$ cat src/include/vcr_defs.svh
// Constants for the VC0 resource configuration register group.
// Assumes byte addressing on a 32-bit Wishbone bus, one word per register.
`ifndef VCR_DEFS_SVH
`define VCR_DEFS_SVH

// ----------------------------------------------------------------------
// Register byte addresses
// ----------------------------------------------------------------------
`define VCR_ADDR_CAP        12'h150
`define VCR_ADDR_CTRL       12'h154
`define VCR_ADDR_STATE      12'h158

// ----------------------------------------------------------------------
// Field values and positions
// ----------------------------------------------------------------------
`define VCR_ARB_CAP_RST     8'h19
`define VCR_TSLOT_RST       7'h7f
`define VCR_TBL_OFS_RST     8'h04
`define VCR_TC_MAP_RST      8'hff
`define VCR_CHAN_ID         3'h0
`define VCR_SEL_DEFAULT     3'h0
`define VCR_SEL_WRR         3'h3
`define VCR_BIT_LOAD        16
`define VCR_BIT_EN          31

`endif

$ cat src/include/vcr_pkg.sv
// Types for the VC0 resource configuration register group.
// Assumes the companion constants header is also included.
package vcr_pkg;

    // Wishbone request from the master
    typedef struct packed {
        logic        cyc;
        logic        stb;
        logic        we;
        logic [3:0]  sel;
        logic [11:0] adr;
        logic [31:0] dat;
    } vcr_wb_req_t;

    // Live control settings handed to the switch core
    typedef struct packed {
        logic [7:0] tc_map;
        logic [2:0] arb_sel;
        logic       chan_en;
    } vcr_ctrl_t;

endpackage

$ cat src/hdl/vcr_sel_filter.sv
// Arbitration-select filter: maps unsupported scheme codes to default.
// Assumes a purely combinational use by the register file.
`include "vcr_defs.svh"
module vcr_sel_filter
    import vcr_pkg::*;
(
    // Raw written value
    input  wire logic [2:0] sel_i,
    // Accepted value
    output logic      [2:0] sel_o
);
    // Only default and WRR survive a write
    always_comb begin
        if (sel_i == `VCR_SEL_WRR) begin
            sel_o = `VCR_SEL_WRR;
        end else begin
            sel_o = `VCR_SEL_DEFAULT;
        end
    end
endmodule

$ cat src/hdl/vcr_byte_merge.sv
// Byte-lane write merge for one 32-bit register word.
// Assumes sel lanes follow the Wishbone byte-enable convention.
module vcr_byte_merge
    import vcr_pkg::*;
(
    // Old value, written data and lanes
    input  wire logic [31:0] old_i,
    input  wire logic [31:0] wdat_i,
    input  wire logic [3:0]  sel_i,
    // Merged value
    output logic      [31:0] new_o
);
    genvar g;
    // One lane per byte enable
    generate
        for (g = 0; g < 4; g = g + 1) begin : g_lane
            assign new_o[g*8 +: 8] = sel_i[g] ? wdat_i[g*8 +: 8] : old_i[g*8 +: 8];
        end
    endgenerate
endmodule

$ cat src/hdl/vcr_regs.sv
// VC0 resource capability, control and state registers on Wishbone.
// Assumes a classic Wishbone master; table storage and negotiation
// logic live in the switch core and talk over the core-side ports.
`include "vcr_defs.svh"
module vcr_regs
    import vcr_pkg::*;
(
    // Clock and reset
    input  wire logic        clk_i,
    input  wire logic        rst_i,
    // Wishbone slave
    input  wire logic        wb_cyc_i,
    input  wire logic        wb_stb_i,
    input  wire logic        wb_we_i,
    input  wire logic [3:0]  wb_sel_i,
    input  wire logic [11:0] wb_adr_i,
    input  wire logic [31:0] wb_dat_i,
    output logic      [31:0] wb_dat_o,
    output logic             wb_ack_o,
    // Switch core side
    input  wire logic        tbl_entry_wr_i,
    input  wire logic        tbl_load_done_i,
    input  wire logic        negotiating_i,
    output logic             tbl_load_o,
    output vcr_ctrl_t        ctrl_o
);

    // ------------------------------------------------------------------
    // Bus decode
    // ------------------------------------------------------------------
    vcr_wb_req_t req;
    logic        access;
    logic        wr_ctrl;
    logic        ack_r;

    assign req      = '{cyc: wb_cyc_i, stb: wb_stb_i, we: wb_we_i,
                        sel: wb_sel_i, adr: wb_adr_i, dat: wb_dat_i};
    // One-cycle answer; ack drops after each beat so a held request
    // is not taken twice
    assign access   = req.cyc && req.stb && !ack_r;
    assign wr_ctrl  = access && req.we && (req.adr == `VCR_ADDR_CTRL);
    assign wb_ack_o = ack_r;

    // ------------------------------------------------------------------
    // Control register
    // ------------------------------------------------------------------
    logic [7:0]  tc_map_r;
    logic [2:0]  arb_sel_r;
    logic        chan_en_r;
    logic        tbl_load_r;
    logic        tbl_dirty_r;
    logic        negot_r;
    logic [31:0] ctrl_word;
    logic [31:0] ctrl_nxt;
    logic [2:0]  sel_ok;

    // Readback image before merge; load bit always 0
    assign ctrl_word = {chan_en_r, 4'h0, `VCR_CHAN_ID, 4'h0, arb_sel_r, 1'b0,
                        8'h00, tc_map_r};

    vcr_byte_merge u_merge (
        .old_i  (ctrl_word),
        .wdat_i (req.dat),
        .sel_i  (req.sel),
        .new_o  (ctrl_nxt)
    );

    vcr_sel_filter u_sel (
        .sel_i (ctrl_nxt[19:17]),
        .sel_o (sel_ok)
    );

    // Writable fields; reserved and ID bits are simply not stored
    always_ff @(posedge clk_i) begin
        if (rst_i) begin
            tc_map_r  <= `VCR_TC_MAP_RST;
            arb_sel_r <= `VCR_SEL_DEFAULT;
            chan_en_r <= 1'b1;
        end else if (wr_ctrl) begin
            tc_map_r  <= ctrl_nxt[7:0];
            arb_sel_r <= sel_ok;
            chan_en_r <= ctrl_nxt[`VCR_BIT_EN];
        end
    end

    // Load strobe: one-cycle pulse to the core, never stored for readback
    always_ff @(posedge clk_i) begin
        if (rst_i) begin
            tbl_load_r <= 1'b0;
        end else begin
            tbl_load_r <= wr_ctrl && ctrl_nxt[`VCR_BIT_LOAD];
        end
    end

    // ------------------------------------------------------------------
    // State register
    // ------------------------------------------------------------------
    // Set wins over clear so an entry write racing a load is not lost
    always_ff @(posedge clk_i) begin
        if (rst_i) begin
            tbl_dirty_r <= 1'b0;
        end else if (tbl_entry_wr_i) begin
            tbl_dirty_r <= 1'b1;
        end else if (tbl_load_done_i) begin
            tbl_dirty_r <= 1'b0;
        end
    end

    // Registered copy of the core's negotiation level
    always_ff @(posedge clk_i) begin
        if (rst_i) begin
            negot_r <= 1'b0;
        end else begin
            negot_r <= negotiating_i;
        end
    end

    // ------------------------------------------------------------------
    // Read path and acknowledge
    // ------------------------------------------------------------------
    logic [31:0] rd_word;

    // Unmapped addresses read zero and ignore writes
    always_comb begin
        case (req.adr)
            `VCR_ADDR_CAP: begin
                rd_word = {`VCR_TBL_OFS_RST, 1'b0, `VCR_TSLOT_RST, 1'b0, 1'b0,
                           6'h00, `VCR_ARB_CAP_RST};
            end
            `VCR_ADDR_CTRL:  rd_word = ctrl_word;
            `VCR_ADDR_STATE: rd_word = {14'h0000, negot_r, tbl_dirty_r, 16'h0000};
            default:         rd_word = 32'h0000_0000;
        endcase
    end

    always_ff @(posedge clk_i) begin
        if (rst_i) begin
            ack_r    <= 1'b0;
            wb_dat_o <= 32'h0000_0000;
        end else begin
            ack_r    <= access;
            wb_dat_o <= access ? rd_word : 32'h0000_0000;
        end
    end

    assign tbl_load_o = tbl_load_r;
    assign ctrl_o     = '{tc_map: tc_map_r, arb_sel: arb_sel_r, chan_en: chan_en_r};

endmodule

$ cat config.mk
export PLATFORM = sky130hd
export DESIGN_NAME = vcr_regs
export DESIGN_NICKNAME = d
export VERILOG_FILES = /design/src/include/vcr_pkg.sv /design/src/hdl/vcr_sel_filter.sv /design/src/hdl/vcr_byte_merge.sv /design/src/hdl/vcr_regs.sv
export VERILOG_INCLUDE_DIRS = /design/src /design/src/include
export SDC_FILE = /design/constraint.sdc
export NUM_CORES = 1
export LEC_CHECK = 0
export BUFFER_PORTS_ARGS = -buffer_cell sky130_fd_sc_hd__buf_2
export CAP_MARGIN = 25
export CORE_ASPECT_RATIO = 1.5
export CORE_MARGIN = 3
export CORE_UTILIZATION = 30
export DETAILED_ROUTE_END_ITERATION = 7
export HOLD_SLACK_MARGIN = 0.05
export PLACE_DENSITY = 0.78
export SLEW_MARGIN = 15
export SYNTH_ARGS = -nofsm -noshare
export SYNTH_HDL_FRONTEND = slang
export SYNTH_SLANG_ARGS = --single-unit
$ cat constraint.sdc
create_clock -name clk_i -period 3.7 [get_ports clk_i]
set_input_delay 0.185 -clock clk_i [delete_from_list [all_inputs] [get_ports clk_i]]
set_output_delay 0.185 -clock clk_i [all_outputs]
set_load 0.1 [all_outputs]
==> results.ini <==
[timing]
finalCritPeriodShare_pct=45.1
min_period_ps=1670
finClkSkew_ps=4.71
finalHoldViolCount=0
slew_viol_final=0
worst_pin_slew_ps=518
rsz0062_at_grt=no
finalSetupTns_ps=0
slew_headroom_pct=65.2
fmax_mhz=600
final-setup-viol-count=0

[worst_setup_path]
ff2ff_path_depth=4
crit_fanout=8
cp_data_arrival_time_ps=1820
cp-start-kind=primary input
crit_chain=buf_2 > or4_4 > nor4_4 > nand4_4 > mux2i_1
regToRegEndpoint=tc_map_r[3]$_SDFFE_PP1P_
rrSetupSlack_ps=2060
crit_family=simple AND/OR/NAND/NOR gates
crit_buf_inv=1
worstSetupPathType=primary input to register
cp.depth=5
r2r-start=wb_ack_o$_SDFF_PP0_
cp.required_ps=3850
crit_path_end_kind=register
cp_slowest_cell=or4_4
cpPeakStageDelay_ps=530

[logic_synthesis]
synthCells=127
synth-seq-cells=27
synth.cell_area_mm2=0.00117
synth-edff-count=0
syn_area_per_cell_um2=9.20
ys_types=25
synth_ff_type=dfxtp_1
synth_warnings=0
synthArstFlopShare_pct=0
yosysSeqAreaShare_pct=46.3

[routing]
ant_nets=0
drc=0
via_per_inst=4.23
route.detailed.wl_per_inst_um=10.7
via_count=965
drt-total-wl_um=2440
drtIter0Drc=22
dr.pass1.iters=4

[finish]
drive_above_1_share_pct=39.5
seqCellArea_um2=541
mostFrequentLayoutCells=buf_2, dfxtp_1, nor2_1
synthToLayoutAreaGrowth_pct=25.7
nNetsFinal=242
n_antenna_cell=0
fillers=406
final_common_cell=buf_2
fin_util_pct=39.5
multi_input_comb_area_um2=474
post-route-cell-area_mm2=0.00147

[power]
ir_drop_mv=0.269
powerDensity_mw_per_mm2=383
p_leak_nw=0.828

[run_status]
status=complete, no violations

[clock_network]
cts_root_buf=clkbuf_8
clkLatencyLatePin_ps=260
cts_buffers=3
cts.sinks=27
ctsHoldBuffers=0
h-tree-depth=1
cts_setup_buffers=0
cts_resized=0
tritoncts=built
path_clk_slew_ps=80
cts_max_path_buffers=2

[grt]
overflow=0
grt_pass1_vias=864
antenna_found_initial=0
grt_pass1_wl_um=3640
gr-usage-all-layers_pct=9.81
grt_max_degree=26

[placed_design]
place_hpwl_um=2020
io_buffers=65
place_congestion=0.733
dpl_cell_area_mm2=0.00142

[floorplan]
design.die.area_mm2=0.00470
row_count=27
io_pins=102
core-area_mm2=0.00372
die_y_um=82.4
initial_utilization_pct=31.4
die_w_um=57.0

[min_path]
min_path_cells=2
holdCritPathClass=primary input to register
hold_start=negotiating_i
min_to=negot_r$_SDFF_PP0_

[job]
maxCapViolCount=0

==> state kept, by name, summed over array words and instances, names as in the netlist <==
signal,cells
tc_map_r,8
tbl_load_o,1
negot_r,1
tbl_dirty_r,1
chan_en_r,1
wb_dat_o,13
arb_sel_r,1
wb_ack_o,1
==> power breakdown <==
part	leakage (nW)	switching, W	total (W)	internal, W
registers	0.218	0.000000754	0.000293	0.000292
logic	0.587	0.0000910	0.000110	0.0000187
clock network	0.0228	0.0000834	0.000160	0.0000769
==> how the worst max path moves through the flow <==
stage | to | start | slack [ps]
finish | tc_map_r[3]$_SDFFE_PP1P_ | wb_adr_i[11] | 2030
global route | tc_map_r[1]$_SDFFE_PP1P_ | wb_adr_i[11] | 1840
detailed placement | tc_map_r[3]$_SDFFE_PP1P_ | wb_adr_i[11] | 1680
CTS | tc_map_r[3]$_SDFFE_PP1P_ | wb_adr_i[11] | 1970
floorplan | tc_map_r[0]$_SDFFE_PP1P_ | wb_ack_o$_SDFF_PP0_ | 1770
global placement | tc_map_r[0]$_SDFFE_PP1P_ | wb_adr_i[11] | 1730
==> worst register-to-register path, cell delays in order, from the launching register on <==
cell and delay, ps:
dfxtp_1 330, nand3b_1 220, nor4_4 490, nand4_4 300, mux2i_1 190
==> cells in the mapped netlist (2+ instances only) <==
library cell  instances  area (um2)
nor3_1                2        10.0
dfxtp_1              27         541
nor2_1               23        86.3
clkbuf_1              4        15.0
nand2_1               2        7.51
mux2i_1               9        90.1
and2_1                6        37.5
nor2b_1               2        12.5
nand3_1               2        10.0
inv_1                 8        30.0
buf_4                22         165
a21oi_1               7        35.0
==> per-stage QoR <==
step	setup slack [ps]	total power, W	hold WS, ps	instances
6_report	2030	0.000563	125	228
5_1_grt	1840	0.000584	148	228
2_1_floorplan	1770	0.000401	302	142
4_1_cts	1970	0.000568	122	228
3_5_place_dp	1680	0.000410	402	224
3_3_place_gp	1730	0.000409	390	224
==> area by class of cell <==
type / count / share of cell area (%)
sequential: 27 / 36.8
inverter: 8 / 2.04
tap: 43 / 3.66
timing repair buffer: 65 / 22.1
clock buffer: 4 / 3.07
multi-input combinational: 81 / 32.3
==> routing by layer <==
metal,track usage [%],part of all wire [%],vias up
met3,1.40,11,4
li1,-,-,489
met1,10.3,39,409
met4,4.18,1.3,0
met2,19.1,49,63
met5,0,0,-
==> kinds of logic (layout without fill, tap and decap cells) <==
group / Yosys count / after routing / share of synthesized area, %
AND/OR/NAND/NOR: 47 / 47 / 23.3
multiplexers: 9 / 9 / 7.71
buffers and inverters: 34 / 77 / 18.0
other: 1 / 16 / 0.321
flip-flops: 27 / 27 / 46.3
AO/OA/AOI/OAI: 9 / 9 / 4.39
Power figures use the tool's default switching activity.
